**config.mk**
```make
export PLATFORM = sky130hd
export DESIGN_NAME = three_phase_pwm_update_logic
export DESIGN_NICKNAME = d
export VERILOG_FILES = /design/src/pwm_update_pkg.sv /design/src/compare_slot.sv /design/src/irq_route.sv /design/src/three_phase_pwm_update_logic.sv
export VERILOG_INCLUDE_DIRS = /design/src /design/src/src
export SDC_FILE = /design/constraint.sdc
export NUM_CORES = 1
export LEC_CHECK = 0
export BUFFER_PORTS_ARGS = -buffer_cell sky130_fd_sc_hd__buf_2
export CORE_ASPECT_RATIO = 1.4
export CORE_MARGIN = 8
export CORE_UTILIZATION = 40
export DETAILED_ROUTE_END_ITERATION = 12
export GPL_TIMING_DRIVEN = 0
export PLACE_DENSITY = 0.63
export SLEW_MARGIN = 20
export SYNTH_ARGS = -nofsm -noshare
export SYNTH_HDL_FRONTEND = slang
export SYNTH_SLANG_ARGS = --single-unit
export TNS_END_PERCENT = 30
```
**constraint.sdc**
```tcl
create_clock -name ref_clk -period 8.6 [get_ports ref_clk]
set_input_delay 1.72 -clock ref_clk [delete_from_list [all_inputs] [get_ports ref_clk]]
set_output_delay 1.72 -clock ref_clk [all_outputs]
set_load 0.05 [all_outputs]
```
**src/pwm_update_defs.svh**
```systemverilog
// constants for the three-phase pwm update logic
// assumes inclusion by bare name from every design file that needs it
`ifndef PWM_UPDATE_DEFS_SVH
`define PWM_UPDATE_DEFS_SVH

// -----------------------------------------------------------------
// control register fields
// -----------------------------------------------------------------
`define CTL_CENTER_BIT 0
`define CTL_NARROW_BIT 1
`define CTL_PSC_LSB 2
`define CTL_PSC_MSB 4
`define CTL_OVF_LSB 5
`define CTL_RESET 8'h00

// -----------------------------------------------------------------
// status register, resync and reset values
// -----------------------------------------------------------------
`define STAT_UPD_BIT 7
`define RESYNC_VALUE 8'hff
`define REP_RESET 8'h00
`define CMP_RESET 16'h0000
`define CMP_ACT_MAX 13'h1fff

// -----------------------------------------------------------------
// interrupt routing
// -----------------------------------------------------------------
`define NUM_EVENTS 10
`define UPD_EVENT_IDX 8
`define NUM_VECTORS 3

`endif

```
**src/pwm_update_pkg.sv**
```systemverilog
// types shared by the pwm update logic and its testbench
// assumes nothing beyond a systemverilog compiler
package pwm_update_pkg;

  // software access selector, one entry per byte register
  typedef enum logic [3:0] {
    SEL_PERIOD_LO, SEL_PERIOD_HI, SEL_U_LO, SEL_U_HI,
    SEL_V_LO, SEL_V_HI, SEL_W_LO, SEL_W_HI,
    SEL_CONTROL, SEL_REPETITION, SEL_STATUS
  } reg_sel_t;

  // direction of the pwm counter
  typedef enum logic {DIR_UP, DIR_DOWN} count_dir_t;

endpackage

```
**src/compare_slot.sv**
```systemverilog
// one compare register: byte preload, write-order lock, rounded active copy
// assumes byte writes arrive as single-cycle strobes on ref_clk
`include "pwm_update_defs.svh"
module compare_slot (
  // clock and reset
  input wire logic ref_clk,
  input wire logic rst,
  // software byte writes
  input wire logic wr_lo,
  input wire logic wr_hi,
  input wire logic [7:0] wr_data,
  // control
  input wire logic narrow,
  input wire logic halt,
  input wire logic transfer,
  input wire logic force_xfer,
  // values
  output logic [15:0] preload,
  output logic [12:0] active
);

  logic lo_pending_r;
  logic deferred_r;
  logic half_w;
  logic [15:0] pre_nxt;

  // ---------------------------------------------------------------
  // rounding of a left-aligned 16-bit value to 13 bits
  // ---------------------------------------------------------------
  function automatic logic [12:0] round13(input logic [15:0] v);
    logic [13:0] s;
    s = {1'b0, v[15:3]} + {13'h0000, v[2]};
    round13 = s[13] ? `CMP_ACT_MAX : s[12:0];
  endfunction

  // narrow values are plain 8-bit counts in the high byte
  function automatic logic [12:0] to_active(input logic [15:0] v,
                                            input logic n);
    to_active = n ? {5'h00, v[15:8]} : round13(v);
  endfunction

  // preload after this cycle's writes
  always_comb begin
    pre_nxt = preload;
    if (wr_lo) begin
      pre_nxt[7:0] = wr_data;
    end
    if (wr_hi) begin
      pre_nxt[15:8] = wr_data;
    end
  end

  // low byte taken now or owed, high byte not written yet
  assign half_w = !narrow && !wr_hi && (lo_pending_r || wr_lo);

  // preload bytes
  always_ff @(posedge ref_clk) begin
    if (rst) begin
      preload <= `CMP_RESET;
    end else if (!halt) begin
      preload <= pre_nxt;
    end
  end

  // low byte written and high byte still owed
  always_ff @(posedge ref_clk) begin
    if (rst) begin
      lo_pending_r <= 1'b0;
    end else if (!halt) begin
      if (wr_hi || narrow) begin
        lo_pending_r <= 1'b0;
      end else if (wr_lo) begin
        lo_pending_r <= 1'b1;
      end
    end
  end

  // update that hit a half-written value waits for the high byte
  always_ff @(posedge ref_clk) begin
    if (rst) begin
      deferred_r <= 1'b0;
    end else if (!halt) begin
      if (transfer && !force_xfer && half_w) begin
        deferred_r <= 1'b1;
      end else if (wr_hi || force_xfer || narrow) begin
        deferred_r <= 1'b0;
      end
    end
  end

  // active copy
  always_ff @(posedge ref_clk) begin
    if (rst) begin
      active <= 13'h0000;
    end else if (!halt) begin
      if (force_xfer || (transfer && !half_w)) begin
        active <= to_active(pre_nxt, narrow);
      end else if (deferred_r && wr_hi) begin
        active <= to_active(pre_nxt, narrow);
      end
    end
  end

endmodule

```
**src/irq_route.sv**
```systemverilog
// gates the ten event flags by their enables and the global mask
// assumes flags are levels held until software clears them
`include "pwm_update_defs.svh"
module irq_route (
  // flags and enables
  input wire logic [`NUM_EVENTS-1:0] flags,
  input wire logic [`NUM_EVENTS-1:0] enables,
  input wire logic global_mask,
  input wire logic halt,
  // requests
  output logic [`NUM_VECTORS-1:0] irq_vec
);

  logic [`NUM_EVENTS-1:0] req;

  // per-event request, none while halted or globally masked
  assign req = flags & enables & {`NUM_EVENTS{!global_mask && !halt}};

  // ratio events, commutation group, update and sampling
  assign irq_vec[0] = |req[1:0];
  assign irq_vec[1] = |req[7:2];
  assign irq_vec[2] = |req[9:8];

endmodule

```
**src/three_phase_pwm_update_logic.sv**
```systemverilog
// preload, update and resync logic of a three-phase pwm generator
// assumes software byte accesses are single-cycle strobes on ref_clk
//
// How it works
// - counter-event update mid-pair waits for high byte, resync and clock start do not
// - narrow mode uses eight-bit compares plus overflow
// - overflow bit forces full duty, update clears
// - reads return preload contents
// - left-aligned compare rounded to nearest at 13 bits
// - transfer at counter event with repetition zero, or on resync or clock start
// - edge mode updates every N cycles
// - center mode counts both overflow and underflow
// - repetition counter reloads on expiry
// - update flag raised with each update
// - update pulse available on debug pin
// - all-ones status write resyncs counter
// - resync touches update flag, may interrupt
// - counter held zero while clock disabled
// - clock enable rise starts and updates all
// - halt freezes block
// - enabled unmasked flags drive three vectors
`include "pwm_update_defs.svh"
module three_phase_pwm_update_logic (
  // clock and reset
  input wire logic ref_clk,
  input wire logic rst,
  // software byte access
  input wire logic wr_en,
  input wire logic rd_en,
  input wire pwm_update_pkg::reg_sel_t sel,
  input wire logic [7:0] wr_data,
  output logic [7:0] rd_data,
  // peripheral and processor state
  input wire logic clk_enable,
  input wire logic halt_mode,
  input wire logic global_mask,
  // other interrupt sources and enables
  input wire logic [`NUM_EVENTS-1:0] other_flags,
  input wire logic [`NUM_EVENTS-1:0] int_enable,
  output logic [`NUM_VECTORS-1:0] irq_vec,
  // pwm outputs and debug
  output logic pwm_u,
  output logic pwm_v,
  output logic pwm_w,
  output logic update_debug
);
  import pwm_update_pkg::*;

  logic [7:0] pwm_control_reg_r;
  logic [7:0] ctl_act_r;
  logic [7:0] repetition_reg_r;
  logic [7:0] rep_act_r;
  logic [7:0] rep_cnt_r;
  logic update_int_flag_r;
  logic cke_q_r;
  logic [11:0] cnt_r;
  logic [2:0] psc_cnt_r;
  count_dir_t dir_r;
  logic [3:0] slot_lo;
  logic [3:0] slot_hi;
  logic [15:0] preload [4];
  logic [12:0] active [4];
  logic [2:0] phase_pwm;
  logic [`NUM_EVENTS-1:0] all_flags;
  logic cke_rise;
  logic resync_wr;
  logic ctl_wr;
  logic stat_wr;
  logic tick;
  logic cnt_ovf;
  logic cnt_unf;
  logic cnt_evt;
  logic rep_hit;
  logic update_evt;
  logic center;
  logic narrow;
  logic [11:0] period;
  logic [7:0] rep_reload;
  logic [2:0] rd_idx;
  logic narrow_xfer;

  // ---------------------------------------------------------------
  // access decode
  // ---------------------------------------------------------------

  // compare slot index of a selector, 4 when none
  function automatic logic [2:0] slot_of(input reg_sel_t s);
    unique case (s)
      SEL_PERIOD_LO, SEL_PERIOD_HI: slot_of = 3'h0;
      SEL_U_LO, SEL_U_HI: slot_of = 3'h1;
      SEL_V_LO, SEL_V_HI: slot_of = 3'h2;
      SEL_W_LO, SEL_W_HI: slot_of = 3'h3;
      default: slot_of = 3'h4;
    endcase
  endfunction

  // high byte selectors
  function automatic logic is_hi(input reg_sel_t s);
    is_hi = (s == SEL_PERIOD_HI) || (s == SEL_U_HI) ||
            (s == SEL_V_HI) || (s == SEL_W_HI);
  endfunction

  assign ctl_wr = wr_en && (sel == SEL_CONTROL);
  assign stat_wr = wr_en && (sel == SEL_STATUS);
  assign resync_wr = stat_wr && (wr_data == `RESYNC_VALUE);
  assign rd_idx = slot_of(sel);

  // ---------------------------------------------------------------
  // update event
  // ---------------------------------------------------------------

  // active configuration fields
  assign center = ctl_act_r[`CTL_CENTER_BIT];
  assign narrow = ctl_act_r[`CTL_NARROW_BIT];
  assign period = narrow ? {4'h0, active[0][7:0]} : active[0][11:0];
  assign narrow_xfer = update_evt ?
                       pwm_control_reg_r[`CTL_NARROW_BIT] : narrow;

  assign cke_rise = clk_enable && !cke_q_r;
  assign tick = clk_enable &&
                (psc_cnt_r == ctl_act_r[`CTL_PSC_MSB:`CTL_PSC_LSB]);
  assign cnt_ovf = tick && (dir_r == DIR_UP) && (cnt_r >= period);
  assign cnt_unf = tick && center && (dir_r == DIR_DOWN) &&
                   (cnt_r <= 12'h001);
  // edge mode paces on overflow only, center on both ends
  assign cnt_evt = cnt_ovf || cnt_unf;
  assign rep_hit = cnt_evt && (rep_cnt_r == 8'h00);
  // one event, three causes
  assign update_evt = rep_hit || resync_wr || cke_rise;
  assign rep_reload = (rep_act_r == 8'h00) ? 8'h00 : rep_act_r - 8'h01;

  // clock enable edge detector
  always_ff @(posedge ref_clk) begin
    if (rst) begin
      cke_q_r <= 1'b0;
    end else if (!halt_mode) begin
      cke_q_r <= clk_enable;
    end
  end

  // ---------------------------------------------------------------
  // software registers
  // ---------------------------------------------------------------

  // control preload; overflow bits cleared on update, writes win
  always_ff @(posedge ref_clk) begin
    if (rst) begin
      pwm_control_reg_r <= `CTL_RESET;
    end else if (!halt_mode) begin
      if (ctl_wr) begin
        pwm_control_reg_r <= wr_data;
      end else if (update_evt) begin
        pwm_control_reg_r[`CTL_OVF_LSB+:3] <= 3'h0;
      end
    end
  end

  // repetition preload
  always_ff @(posedge ref_clk) begin
    if (rst) begin
      repetition_reg_r <= `REP_RESET;
    end else if (!halt_mode && wr_en && sel == SEL_REPETITION) begin
      repetition_reg_r <= wr_data;
    end
  end

  // active control and repetition, moved only on update
  always_ff @(posedge ref_clk) begin
    if (rst) begin
      ctl_act_r <= `CTL_RESET;
      rep_act_r <= `REP_RESET;
    end else if (!halt_mode && update_evt) begin
      ctl_act_r <= pwm_control_reg_r;
      rep_act_r <= repetition_reg_r;
    end
  end

  // update flag: any update sets it, a write with bit 7 low clears it
  always_ff @(posedge ref_clk) begin
    if (rst) begin
      update_int_flag_r <= 1'b0;
    end else if (!halt_mode) begin
      if (update_evt) begin
        update_int_flag_r <= 1'b1;
      end else if (stat_wr && !wr_data[`STAT_UPD_BIT]) begin
        update_int_flag_r <= 1'b0;
      end
    end
  end

  // read port returns preloads, never active copies
  always_ff @(posedge ref_clk) begin
    if (rst) begin
      rd_data <= 8'h00;
    end else if (!halt_mode && rd_en) begin
      if (rd_idx != 3'h4) begin
        rd_data <= is_hi(sel) ? preload[rd_idx[1:0]][15:8] :
                                preload[rd_idx[1:0]][7:0];
      end else if (sel == SEL_CONTROL) begin
        rd_data <= pwm_control_reg_r;
      end else if (sel == SEL_REPETITION) begin
        rd_data <= repetition_reg_r;
      end else begin
        rd_data <= {update_int_flag_r, 7'h00};
      end
    end
  end

  // ---------------------------------------------------------------
  // compare registers
  // ---------------------------------------------------------------
  for (genvar i = 0; i < 4; i++) begin : g_slot
    assign slot_lo[i] = wr_en && (slot_of(sel) == 3'(i)) && !is_hi(sel);
    assign slot_hi[i] = wr_en && (slot_of(sel) == 3'(i)) && is_hi(sel);
    compare_slot u_slot (
      .ref_clk(ref_clk),
      .rst(rst),
      .wr_lo(slot_lo[i]),
      .wr_hi(slot_hi[i]),
      .wr_data(wr_data),
      .narrow(narrow_xfer),
      .halt(halt_mode),
      .transfer(rep_hit),
      .force_xfer(resync_wr || cke_rise),
      .preload(preload[i]),
      .active(active[i])
    );
  end

  // ---------------------------------------------------------------
  // counter, prescaler and repetition
  // ---------------------------------------------------------------

  // prescaler divides by field value plus one
  always_ff @(posedge ref_clk) begin
    if (rst) begin
      psc_cnt_r <= 3'h0;
    end else if (!halt_mode) begin
      if (!clk_enable || resync_wr || tick) begin
        psc_cnt_r <= 3'h0;
      end else begin
        psc_cnt_r <= psc_cnt_r + 3'h1;
      end
    end
  end

  // pwm counter, held at zero while the clock is off
  always_ff @(posedge ref_clk) begin
    if (rst) begin
      cnt_r <= 12'h000;
      dir_r <= DIR_UP;
    end else if (!halt_mode) begin
      if (!clk_enable || resync_wr) begin
        cnt_r <= 12'h000;
        dir_r <= DIR_UP;
      end else if (tick) begin
        if (cnt_ovf && center) begin
          cnt_r <= cnt_r - 12'h001;
          dir_r <= DIR_DOWN;
        end else if (cnt_ovf) begin
          cnt_r <= 12'h000;
        end else if (cnt_unf) begin
          cnt_r <= 12'h000;
          dir_r <= DIR_UP;
        end else if (dir_r == DIR_UP) begin
          cnt_r <= cnt_r + 12'h001;
        end else begin
          cnt_r <= cnt_r - 12'h001;
        end
      end
    end
  end

  // repetition down-counter, reloads whenever it expires
  always_ff @(posedge ref_clk) begin
    if (rst) begin
      rep_cnt_r <= 8'h00;
    end else if (!halt_mode) begin
      if (cke_rise || resync_wr) begin
        rep_cnt_r <= (repetition_reg_r == 8'h00) ? 8'h00 :
                     repetition_reg_r - 8'h01;
      end else if (rep_hit) begin
        rep_cnt_r <= rep_reload;
      end else if (cnt_evt) begin
        rep_cnt_r <= rep_cnt_r - 8'h01;
      end
    end
  end

  // ---------------------------------------------------------------
  // outputs
  // ---------------------------------------------------------------

  // compare against the counter extended to 13 bits
  for (genvar p = 0; p < 3; p++) begin : g_phase
    assign phase_pwm[p] = pwm_control_reg_r[`CTL_OVF_LSB+p] ||
                          ({1'b0, cnt_r} < active[p+1]);
  end

  // registered pwm and debug pulse
  always_ff @(posedge ref_clk) begin
    if (rst) begin
      pwm_u <= 1'b0;
      pwm_v <= 1'b0;
      pwm_w <= 1'b0;
      update_debug <= 1'b0;
    end else if (!halt_mode) begin
      pwm_u <= clk_enable && phase_pwm[0];
      pwm_v <= clk_enable && phase_pwm[1];
      pwm_w <= clk_enable && phase_pwm[2];
      update_debug <= update_evt;
    end
  end

  // flag vector with the update flag in its slot
  always_comb begin
    all_flags = other_flags;
    all_flags[`UPD_EVENT_IDX] = update_int_flag_r;
  end

  irq_route u_irq (
    .flags(all_flags),
    .enables(int_enable),
    .global_mask(global_mask),
    .halt(halt_mode),
    .irq_vec(irq_vec)
  );
endmodule

```
-- After elaboration in Yosys (flattened, before gate mapping)
Memories as Yosys holds them, arrays and structs flattened.
Index checks and enable logic that the tools add are counted.
- add/subtract/negate cells: 10
- magnitude comparators: 6
- eq/ne operators: 17
- muxes and demuxes: 79
- bitwise operators: 5
- reduce and logical (&&, ||, !) cells: 153
- operators by type and width (kind ; number):
    13-bit two-way mux ; 12
    8-bit two-way mux ; 17
    12-bit two-way mux ; 11
    1-bit logical AND ; 58
    13-bit by 1-bit adder with 14-bit output ; 4
    2-bit AND reduction ; 21
    12-bit by 13-bit less-than comparator with 1-bit output ; 3
    3-bit two-way mux ; 12
    16-bit binary-select mux with 2-bit select ; 1
    1-bit logical OR ; 32
    16-bit two-way mux ; 2
    2-bit nonzero test ; 15
    8-bit zero test ; 3
    1-bit two-way mux ; 24
    8-bit by 1-bit subtractor with 8-bit output, second input constant ; 3
    10-bit AND ; 2
    1-bit zero test ; 16
    12-bit by 1-bit adder with 12-bit output, second input constant ; 1
    3-bit by 2-bit equality test with 1-bit output, second input constant ; 4
    4-bit equality test, second input constant ; 3
    12-bit >= comparator ; 1
    12-bit by 1-bit less-or-equal comparator with 1-bit output, second input constant ; 1
    12-bit by 1-bit subtractor with 12-bit output, second input constant ; 1
    4-bit by 3-bit equality test with 1-bit output, second input constant ; 2
    other kinds (16) ; 21
- bits in registers: 190
- memory bits (read-only): 144
- input port bits: 39
- output and inout port bits: 15
- word-level logic and storage cells: 315
- memories kept: 9
- memory list (memory ; words ; bits a word ; rd ports ; clocked after Yosys merged registers in ; write ports ; line ; RTL):
    (no name shown) ; 8 ; 2 ; 1 ; 0 ; 0 ; three_phase_pwm_update_logic.sv:88 ; unique case (s)
    (no name shown) ; 8 ; 2 ; 1 ; 0 ; 0 ; three_phase_pwm_update_logic.sv:88 ;
    (no name shown) ; 8 ; 2 ; 1 ; 0 ; 0 ; three_phase_pwm_update_logic.sv:88 ;
    (no name shown) ; 8 ; 2 ; 1 ; 0 ; 0 ; three_phase_pwm_update_logic.sv:88 ;
    (no name shown) ; 8 ; 2 ; 1 ; 0 ; 0 ; three_phase_pwm_update_logic.sv:88 ;
    (no name shown) ; 8 ; 2 ; 1 ; 0 ; 0 ; three_phase_pwm_update_logic.sv:88 ;
    +3 memories ; n/a ; n/a ; n/a ; n/a ; n/a ; n/a ;

-- Depth between registers and ports, before layout
Gate-level depths: netlist (run 1).
- depth in word-level cells: 18
- gate-level depth with buffers: 16
- mapped depth without buffers: 13

-- Modules after synthesis
Synthesis (run 1) repeated with hierarchy kept, for this count alone.
- cell total of the unflattened synthesis: 1653
- area, all modules: 13505.5 um^2
- by module, submodules not included (module ; times used ; cells each ; area an instance (um^2)):
    compare_slot (g_slot[0].u_slot ...) ; 3 ; 231 ; 1954.4
    three_phase_pwm_update_logic ; 1 ; 721 ; 5629.1
    compare_slot (g_slot[3].u_slot) ; 1 ; 231 ; 1956.9
    irq_route ; 1 ; 8 ; 56.3

-- Least setup slack after synthesis (run 1)
OpenSTA, ideal clock, no wires.
- path type: input to output
- start: input port halt_mode
- end: output port irq_vec[1]
- data arrival time: 3.798 ns
- path slack: 3.082 ns
- stages: 5
- buffers on the path: 4
- cells stage by stage: clkbuf_1 -> clkbuf_1 -> clkbuf_1 -> buf_1 -> a311oi_1
- longest elaborated chain between the ends: 4
- RTL lines (element ; line ; RTL):
    from (decl) ; three_phase_pwm_update_logic.sv:35 ; input wire logic halt_mode,
    1-bit zero test ; irq_route.sv:17 ; assign req = flags & enables & {`NUM_EVENTS{!global_mask && !halt}};
    1-bit logical AND ; irq_route.sv:17 ;
    10-bit AND ; irq_route.sv:17 ;
    6-bit OR reduction ; irq_route.sv:21 ; assign irq_vec[1] = |req[7:2];
    to (decl) ; three_phase_pwm_update_logic.sv:40 ; output logic [`NUM_VECTORS-1:0] irq_vec,
Every way passes these cells.

-- Worst setup path in the final report (run 1)
- start: input port halt_mode
- end: output port irq_vec[0]
- longest elaborated chain between the ends: 4
- RTL lines (element ; line ; RTL):
    1-bit zero test ; irq_route.sv:17 ;
    1-bit logical AND ; irq_route.sv:17 ;
    10-bit AND ; irq_route.sv:17 ;
    2-bit OR reduction ; irq_route.sv:20 ; assign irq_vec[0] = |req[1:0];
Every way passes these cells.

==> flow_summary_export.csv, run 1 <==
group,metric,value,unit
sta,fin_skew,0.0166,ns
worst_setup_path,start_kind,"primary input",
yosys,yosysTopAreaCell,"dfxtp_1",
worst_setup_path,cp.required,6.88,ns
routing,ant_nets,0,
routing,first_pass_iters,8,
placed_design,port-buffer-count,47,
final_layout,stdcell_count,2066,
yosys,ys_ff_latch,190,
sta,fin_tns_setup,0,ns
clock_tree,clk_transition_reported_paths,0.07,ns
final_layout,final_util,44.9,%
floorplanning,rows,76,
sta,hold_viol_final,0,
worst_setup_path,critical_path_class,"in2out",
sta,timing.final.crit_share,78.9,%
global_routing,grt_pass1_wl,77300,um
yosys,synth_common_cells,"209 x nand2_1, 190 x dfxtp_1, 143 x nor2_1, 110 x a21oi_1, 89 x clkbuf_1",
clock_tree,cts_hold_buf,0,
routing,routed_wl,51400,um
sta,slew_viol_final,0,
floorplanning,ioPinCount,54,
floorplanning,die_area,37000,sq um
worst_setup_path,endpoint_kind,"output port",
floorplanning,die_y,224,um
global_routing,grt_use_total,27.9,%
routing,post-route-drc-count,0,
yosys,synth_ff_type,"dfxtp_1",
yosys,synth-edff-count,0,
worst_setup_path,crit_arrival,5.07,ns
power,total_power,2080,uW
clock_tree,cts_sinks,190,
global_routing,grt-ovfl-total,0,
placed_design,dp_hpwl,39400,um
global_routing,grt_pass1_vias,12246,
worst_setup_path,critical_path_peak_fanout,10,
yosys,syn-instance-count,1596,
yosys,yosysMostFrequentCell,"nand2_1",
floorplanning,initial_core_util,40.4,%
sta,rsz0062_at_grt,"false",
yosys,synth_area_leaders,"dfxtp_1 31%, mux2i_1 6.9%, nand2_1 6.3%, ha_1 6.0%, a21oi_1 4.4%",
final_layout,nNetsFinal,1761,
yosys,yosys_warnings,0,
yosys,syn_avg_cell_area,7.78,sq um
routing,first_iter_violations,1201,
outcome,outcome,"completed",
worst_hold_path,hp-class,"reg2reg",
power,power_density,151,nW/um^2
sta,fin_crit,6.79,ns
power,p_leak,0.00503,uW
final_layout,drive_above_1_share,8.66,%
sta,fin_ws,1.81,ns
routing,vias,12628,
global_routing,grt_max_degree,20,
routing,wl_per_cell,24.9,um
sta,finalSetupViolCount,0,
job,cap_violations,0,
placed_design,dp_cells,2033,
clock_tree,cts_tree,"done",
clock_tree,clock_path_buffers,2,
floorplanning,fp.dieW,165,um
yosys,ys_async_sr_fraction,0,%
placed_design,place_congestion,0.973,
clock_tree,clk_latency,0.47,ns
yosys,ys_seq_area_share,30.6,%
sta,slew_headroom,21.2,%
global_routing,antenna_found_initial,2,
sta,clock.fmax,147,MHz
clock_tree,cts_resized,0,
clock_tree,numCtsBuffers,17,
routing,post_drt_via_cell_ratio,6.11,
placed_design,dpl_worst_slack,1.88,ns
yosys,yosysUniqueCellTypes,81,
power,vdd_ir_drop_max,0.119,mV
floorplanning,core_area,30700,sq um
final_layout,area_delta_synth_final,11.0,%
yosys,synth_top_area_share,30.6,%
clock_tree,clockRootBuffer,"clkbuf_16",
clock_tree,post-cts-setup-buffers,0,
yosys,synth_nets,1695,
clock_tree,cts_max_level,4,
yosys,syn-cell-area,12400,sq um
sta,worst_pin_slew,1.18,ns
==> report_power, final <==
part | leakage (uW) | switching (uW) | total, uW | internal [uW]
registers | 0.00154 | 16.0 | 911 | 895
logic | 0.00319 | 216 | 306 | 89.8
clock network | 0.000308 | 414 | 867 | 453
==> kinds of logic after synthesis <==
kind of cell | after synthesis | synth area share, %
buffers and inverters | 166 | 5.27
and+or+nand+nor | 599 | 22.6
adders and majority gates | 60 | 6.05
AOI/OAI and AO/OA | 406 | 21.6
DFF | 190 | 30.6
xor gates and xnor gates | 59 | 4.16
muxes | 116 | 9.66
==> placed cells by master (no fill, tap or decap), types with 7 or more instances in the layout <==
cell type    n
nand2_1    209
dfxtp_1    190
nor2_1     143
a21oi_1    110
clkbuf_1    89
o21ai_0     85
mux2i_1     85
ha_1        60
inv_1       57
nor3_1      55
nand3_1     54
buf_2       51
mux2_2      31
xnor2_1     31
xor2_1      28
and3_1      22
o22ai_1     22
nand2b_1    20
a31oi_1     19
o31ai_1     19
a21o_1      18
clkbuf_16   17
o32ai_1     15
nand4_1     14
a22oi_1     13
nor2b_1     13
o211ai_1    13
a222oi_1    13
or2_2       11
and2_1       9
nor3b_1      8
buf_1        8
or3_1        8
a2111oi_0    8
a211oi_1     8
inv_6        7
==> state kept, by name (all words and copies together), names as in the netlist, 4 cells and up <==
name                        count
ctl_act_r                       5
g_slot.u_slot.deferred_r        4
rd_data                         8
cnt_r                          12
g_slot.u_slot.lo_pending_r      4
rep_cnt_r                       8
g_slot.u_slot.preload          64
repetition_reg_r                8
rep_act_r                       8
pwm_control_reg_r               8
g_slot.u_slot.active           51
==> layer usage <==
metal  global-route usage (%)  up-vias  wire (um)
met5                        0        -          0
met4                     17.0        0       3250
met3                     4.59      153       2820
met2                     46.0      486      24600
met1                     33.3     6096      20800
li1                         -     5893          -
==> layout make-up <==
class                      count  area, sq um
fill                        3159        16900
multi-input combinational   1240         7960
sequential                   190         3800
tap                          390          488
clock buffer                  18          439
buffer                       107          433
timing repair buffer          47          235
inverter                      59          221
clock inverter                14          195
antenna                        1         2.50
==> critical path: stages <==
cell,delay [ns]
buf_2,0.11
clkbuf_1,0.67
clkbuf_1,0.72
clkbuf_1,0.81
buf_1,0.63
nor3_1,0.13
buf_2,0.25
==> through the flow <==
step                instance area, sq um  hold WS [ns]
floorplan                          12400         0.432
global placement                   13100         0.442
detailed placement                 13100         0.447
CTS                                13800         0.457
global route                       13800         0.474
finish                             13800         0.457
==> path summary, 6_finish.rpt <==
path / start / end / slack, ns / cells past startpoint
min reg2reg: g_slot[2].u_slot.active[10] / g_slot[2].u_slot.active[10] / 0.46 / 2
max: halt_mode / irq_vec[0] / 1.81 / 7
min: g_slot[2].u_slot.active[10] / g_slot[2].u_slot.active[10] / 0.46 / 2
max reg2reg: cnt_r[0] / g_slot[0].u_slot.active[4] / 4.05 / 13
Power figures use the tool's default switching activity.
==> run 2: changes to the inputs <==
ABC_AREA = 1   (was default)
clock period = 7.1 ns   (was 8.6 ns; I/O delays follow)
==> run 2 against run 1 <==
Against the previous run:
- register-to-register slack worse by 0.78 ns
- critical path depth is 2 lower
- utilization fell by 0.44 points
- global-route usage fell by 3.7 points
- clock power increased by 16%
- flip-flop and latch count stayed put
- non-clock buffer count decreased by 17
- hold slack got worse by 0.0022 ns
- combinational power grew 96%
- clock skew grew 0.0084 ns
==> flow_summary_export.csv, run 2 <==
group,metric,value,unit
worst_setup_path,cp-startpoint,"halt_mode",
worst_setup_path,cp.required,5.68,ns
worst_setup_path,max_stage_delay,0.63,ns
final_layout,final_cell_area,14300,sq um
final_layout,drive_above_1_share,9.04,%
routing,vias,13529,
outcome,outcome,"completed",
routing,wl_per_cell,18.6,um
yosys,synth_nets,2128,
sta,hold_viol_final,0,
worst_setup_path,critical_path_peak_fanout,10,
placed_design,place_congestion,0.950,
final_layout,final_common_cell,"nand2_1",
power,power_frac_seq,41.8,%
worst_setup_path,start_kind,"primary input",
sta,finalSetupViolCount,0,
yosys,synth_common_cells,"444 x nand2_1, 291 x inv_1, 190 x dfxtp_1, 188 x a21oi_1, 174 x nor2_1",
sta,timing.final.crit_share,64.4,%
global_routing,antenna_found_initial,0,
power,swShare,35.3,%
routing,post_drt_via_cell_ratio,5.39,
final_layout,largest_register,"g_slot.u_slot.preload",
placed_design,port-buffer-count,51,
power,vdd_ir_drop_max,0.192,mV
global_routing,grt_use_total,24.2,%
yosys,ys_seq_area_share,29.5,%
global_routing,grt_pass1_vias,12919,
worst_setup_path,regToRegSetupSlack,3.27,ns
final_layout,nNetsFinal,2198,
clock_tree,clock_path_buffers,2,
sta,fin_crit,4.57,ns
clock_tree,cts_tree,"done",
worst_setup_path,critical_path_class,"in2out",
yosys,yosysTopAreaCell,"dfxtp_1",
routing,first_pass_iters,5,
clock_tree,clk_latency,0.48,ns
floorplanning,fp.dieW,168,um
yosys,yosysMostFrequentCell,"nand2_1",
yosys,ys_async_sr_fraction,0,%
yosys,ys_ff_latch,190,
routing,first_iter_violations,970,
worst_setup_path,reg2reg_depth,20,
yosys,yosys_warnings,0,
clock_tree,clockRootBuffer,"clkbuf_16",
clock_tree,clk_transition_reported_paths,0.08,ns
floorplanning,initial_core_util,40.2,%
worst_setup_path,crit_end,"irq_vec[1]",
routing,routed_wl,46800,um
power,p_leak,0.00664,uW
placed_design,dpl_worst_slack,2.58,ns
routing,ant_nets,0,
yosys,syn-instance-count,2029,
power,p_int,1790,uW
power,power_density,194,nW/um^2
floorplanning,ioPinCount,54,
sta,worst_pin_slew,0.978,ns
floorplanning,die_y,228,um
worst_setup_path,worstReg2RegStart,"cnt_r[0]",
sta,slew_viol_final,0,
worst_setup_path,path_cells,"clkbuf_1 > clkbuf_1 > or2_2 > a31oi_1 > buf_2",
global_routing,grt_max_degree,21,
final_layout,n_antenna_cell,0,
sta,fin_skew,0.0250,ns
yosys,yosysUniqueCellTypes,55,
yosys,synth_top_area_share,29.5,%
yosys,synth_ff_type,"dfxtp_1",
sta,fin_tns_setup,0,ns
clock_tree,cts_hold_buf,0,
yosys,synth-edff-count,0,
worst_hold_path,hp-class,"reg2reg",
floorplanning,rows,78,
floorplanning,die_area,38300,sq um
global_routing,grt-ovfl-total,0,
sta,fin_ws,2.53,ns
job,cap_violations,0,
clock_tree,cts_max_level,4,
worst_setup_path,r2r_end,"g_slot[0].u_slot.active[11]",
final_layout,mostFrequentLayoutCells,"444 x nand2_1, 291 x inv_1, 190 x dfxtp_1",
yosys,syn_avg_cell_area,6.36,sq um
worst_setup_path,endpoint_kind,"output port",
clock_tree,post-cts-setup-buffers,0,
worst_setup_path,path_common_cell,"clkbuf_1",
final_layout,largest_reg_flops,64,
global_routing,grt_pass1_wl,72000,um
sta,clock.fmax,219,MHz
clock_tree,cts_resized,0,
floorplanning,core_area,32100,sq um
placed_design,dpl_cell_area,13700,sq um
power,switchingPower,976,uW
final_layout,area_delta_synth_final,10.5,%
final_layout,reg_top3,"g_slot.u_slot.preload: 64 flops, g_slot.u_slot.active: 51 flops, cnt_r: 12 flops",
placed_design,dp_hpwl,37600,um
worst_setup_path,slowest_stage,"clkbuf_1",
clock_tree,numCtsBuffers,17,
sta,slew_headroom,34.8,%
yosys,synth_area_leaders,"dfxtp_1 29%, nand2_1 13%, inv_1 8.5%, a21oi_1 7.3%, o21ai_0 5.9%",
worst_setup_path,crit_arrival,3.15,ns
power,clkPwrFrac,36.5,%
sta,rsz0062_at_grt,"false",
clock_tree,cts_sinks,190,
yosys,syn-cell-area,12900,sq um
power,p_comb_share,21.7,%
routing,post-route-drc-count,0,
run 2: cell type report:
type,count,area [sq um]
tap,400,500
clock buffer,18,439
sequential,190,3800
multi-input combinational,1442,7520
timing repair buffer,51,255
clock inverter,14,165
inverter,311,1180
buffer,86,392
fill,3411,17800
run 2: worst min path at each step:
stage / depth (start not counted) / endpoint / slack, ns / from
2_1_floorplan: 2 / g_slot[1].u_slot.lo_pending_r / 0.43 / g_slot[1].u_slot.lo_pending_r
6_report: 2 / g_slot[0].u_slot.lo_pending_r / 0.45 / g_slot[0].u_slot.lo_pending_r
3_3_place_gp: 2 / g_slot[0].u_slot.lo_pending_r / 0.44 / g_slot[0].u_slot.lo_pending_r
4_1_cts: 2 / g_slot[0].u_slot.lo_pending_r / 0.45 / g_slot[0].u_slot.lo_pending_r
5_1_grt: 2 / g_slot[1].u_slot.lo_pending_r / 0.47 / g_slot[1].u_slot.lo_pending_r
3_5_place_dp: 2 / g_slot[0].u_slot.lo_pending_r / 0.44 / g_slot[0].u_slot.lo_pending_r
run 2: worst max-delay path: cells and delay by family:
kind                   cells  cell delay (ns)
and+or+nand+nor            1             0.26
buffers and inverters      3             1.42
AOI/OAI and AO/OA          1             0.04
run 2: per-layer routing:
metal	up-vias	routed length (um)	share of wire, %	global-route usage (%)
met5	-	0	0	0
met4	0	3050	6.5	16.0
met3	151	2460	5.2	3.21
met2	476	22900	49	42.4
met1	6137	18500	39	26.8
li1	6765	-	-	-
run 2: cells by family (layout without fill, tap and decap cells):
group / Yosys count / in the layout / synth area share (%)
AO/OA/AOI/OAI: 508 / 508 / 21.5
adder cells (fa/ha/maj): 60 / 60 / 5.82
AND/OR/NAND/NOR: 839 / 839 / 28.6
buffers and inverters: 397 / 480 / 12.2
XOR/XNOR: 35 / 35 / 2.38
flip-flops: 190 / 190 / 29.5
run 2: power groups by stage:
stage | clock network (uW) | logic, uW | registers, uW
floorplan | 0 | 395 | 1180
global placement | 0 | 583 | 1180
CTS | 1020 | 594 | 1150
detailed placement | 0 | 590 | 1180
global route | 1060 | 664 | 1160
finish | 1010 | 600 | 1150
run 2: through the flow:
step	utilization [%]	cells	power, uW	hold slack (ns)
after floorplan	-	2029	1580	0.427
after global placement	42.5	2480	1760	0.437
after detailed placement	42.5	2480	1770	0.444
after CTS	44.4	2512	2760	0.454
after global routing	44.4	2512	2880	0.465
final	44.4	2512	2760	0.454
==> run 3: changes to the inputs <==
ABC_AREA = 0   (was 1)
PLACE_DENSITY = 0.65   (was 0.63)
clock period = 3.8 ns   (was 7.1 ns; I/O delays follow)
==> run 3 against run 2 <==
Against the previous run:
- the run now ends with setup timing left
- clock skew is 0.015 ns lower
- sequential power up 79%
- highest routed layer unchanged
- die area down 3.5%
- clock power rose by 85%
- utilization grew 1.1 points
- flip-flop and latch count did not move
- largest cell class unchanged
- non-clock buffer count increased by 22
- clock-buffer cell count stayed put
- via count shrank 7.3%
- first-iteration DRC count rose by 11%
- largest power group unchanged
==> flow_summary_export.csv, run 3 (same netlist as run 1, synthesis figures left out) <==
group,metric,value,unit
final_layout,mostFrequentLayoutCells,"209 x nand2_1, 189 x dfxtp_1, 139 x nor2_1",
final_layout,largest_reg_flops,64,
final_layout,final_cell_area,14000,sq um
worst_setup_path,r2r_end,"g_slot[0].u_slot.active[4]",
routing,first_pass_iters,8,
sta,rsz0062_at_grt,"true",
placed_design,dp_hpwl,37700,um
sta,hold_ws,0.459,ns
routing,routed_wl,49000,um
sta,worst_pin_slew,1.17,ns
floorplanning,die_area,37000,sq um
outcome,violations,"setup timing",
placed_design,dp_cells,2033,
sta,fin_crit,3.83,ns
clock_tree,numCtsBuffers,17,
worst_hold_path,min_delay_path_depth,2,
worst_setup_path,regToRegSetupSlack,0.01,ns
final_layout,stdcell_count,2071,
floorplanning,core_area,30700,sq um
floorplanning,ioPinCount,54,
worst_setup_path,max_stage_delay,0.54,ns
worst_setup_path,reg2reg_depth,10,
global_routing,grt-ovfl-total,0,
power,p_leak,0.00511,uW
worst_hold_path,hp-start,"g_slot[3].u_slot.preload[1]",
final_layout,nNetsFinal,1766,
final_layout,reg_top3,"g_slot.u_slot.preload: 64 flops, g_slot.u_slot.active: 51 flops, cnt_r: 12 flops",
floorplanning,initial_core_util,40.4,%
worst_setup_path,worstReg2RegStart,"cnt_r[7]",
routing,wl_per_cell,23.6,um
final_layout,multi_input_area,8120,sq um
clock_tree,cts_sinks,190,
final_layout,drive_above_1_share,11.4,%
routing,first_iter_violations,1080,
power,vdd_ir_drop_max,0.301,mV
clock_tree,cts_tree,"done",
sta,clock.fmax,261,MHz
clock_tree,clk_transition_reported_paths,0.08,ns
floorplanning,fp.dieW,165,um
clock_tree,cts_max_level,4,
floorplanning,die_y,224,um
placed_design,port-buffer-count,47,
placed_design,place_congestion,1.03,
routing,post-route-drc-count,0,
sta,fin_ws,-0.0342,ns
routing,ant_nets,0,
worst_setup_path,slowest_stage,"nor4bb_2",
outcome,outcome,"finished, violations left",
worst_setup_path,cp.required,4.15,ns
power,power_density,331,nW/um^2
final_layout,largest_register,"g_slot.u_slot.preload",
final_layout,seqCellArea,3800,sq um
worst_hold_path,hold_end,"g_slot[3].u_slot.preload[1]",
clock_tree,clk_latency,0.46,ns
clock_tree,clockRootBuffer,"clkbuf_16",
clock_tree,clock_path_buffers,2,
worst_hold_path,hp-class,"reg2reg",
final_layout,final_common_cell,"nand2_1",
sta,hold_viol_final,0,
worst_setup_path,path_cells,"buf_2 > clkbuf_2 > nor4bb_2 > nand4_1 > and2_1 > clkbuf_1 > and3_1 > clkbuf_1 > nor2_2 > buf_2 > mux2i_1 > o22ai_1",
global_routing,grt_pass1_wl,73400,um
global_routing,grt_max_degree,20,
global_routing,antenna_found_initial,0,
worst_setup_path,crit_arrival,4.18,ns
final_layout,fillers,3086,
worst_setup_path,critical_path_peak_fanout,10,
sta,timing.final.crit_share,101,%
worst_setup_path,start_kind,"primary input",
global_routing,grt_use_total,26.3,%
placed_design,dpl_cell_area,13100,sq um
sta,fin_skew,0.0102,ns
global_routing,grt_pass1_vias,11866,
power,total_power,4630,uW
routing,post_drt_via_cell_ratio,6.05,
sta,finalSetupViolCount,4,
worst_setup_path,endpoint_kind,"flop",
worst_setup_path,critical_path_class,"in2reg",
job,cap_violations,0,
sta,slew_viol_final,0,
final_layout,area_delta_synth_final,12.5,%
sta,slew_headroom,21.9,%
routing,vias,12535,
floorplanning,rows,76,
==> run 3: cell types whose count changed in the layout (fill, tap and decap cells not counted), sizes merged, moves of 49 or more <==
| cell | delta |
|---|---|
| a21oi | -77 |
| mux2i | +85 |
| nand3 | -57 |
| nand2 | -255 |
| o21ai | -145 |
| inv | -249 |
| nor2 | -49 |
==> run 3: worst max-delay path by stage <==
| stage | to | from | slack [ns] |
|---|---|---|---|
| finish | g_slot[0].u_slot.active[4] | sel[1] | -0.03 |
| global route | g_slot[1].u_slot.active[5] | sel[1] | -0.12 |
| CTS | g_slot[0].u_slot.active[6] | sel[2] | -0.02 |
| detailed placement | g_slot[2].u_slot.active[2] | wr_data[2] | -1.10 |
| global placement | g_slot[2].u_slot.active[2] | wr_data[2] | -1.06 |
| floorplan | g_slot[1].u_slot.active[2] | sel[1] | -0.03 |
==> run 3: layer usage <==
layer | GRT usage [%] | routed length (um) | share of wire (%)
met1 | 31.1 | 19500 | 40
met2 | 43.3 | 23400 | 48
met3 | 4.37 | 3150 | 6.4
met4 | 16.6 | 2980 | 6.1
met5 | 0 | 0 | 0
==> run 3: final cells by class <==
| type | instances | share of cell area (%) |
|---|---|---|
| multi-input combinational | 1240 | 58.1 |
| clock buffer | 18 | 3.07 |
| clock inverter | 14 | 1.22 |
| inverter | 59 | 1.58 |
| buffer | 105 | 3.22 |
| sequential | 190 | 27.2 |
| antenna | 1 | 0.0179 |
| timing repair buffer | 54 | 2.06 |
| tap | 390 | 3.49 |
==> run 3: repair_timing <==
action,4_1_cts,5_1_grt
endpoints found under the setup margin,77,46
buffers inserted,0,7
pin swaps,0,2
resized for setup,30,25
hold buffers,0,0
==> run 3: critical path, delay by kind of cell <==
| family | cells | cell delay, ns |
|---|---|---|
| AO/OA/AOI/OAI | 1 | 0.12 |
| multiplexers | 1 | 0.31 |
| AND/OR/NAND/NOR | 5 | 1.80 |
| buffers and inverters | 5 | 1.17 |
==> run 3: where the power goes <==
group / switching, uW / internal [uW]
combinational: 481 / 210
clock: 930 / 943
sequential: 37.3 / 2030
==> run 3: stage by stage <==
stage	utilization, %	setup slack [ns]	TNS, ns
floorplan	-	-0.0295	-0.0827
global placement	42.8	-1.06	-50.29
detailed placement	42.8	-1.10	-49.43
CTS	45.0	-0.0189	-0.0241
global route	45.5	-0.116	-0.783
finish	45.5	-0.0342	-0.0814
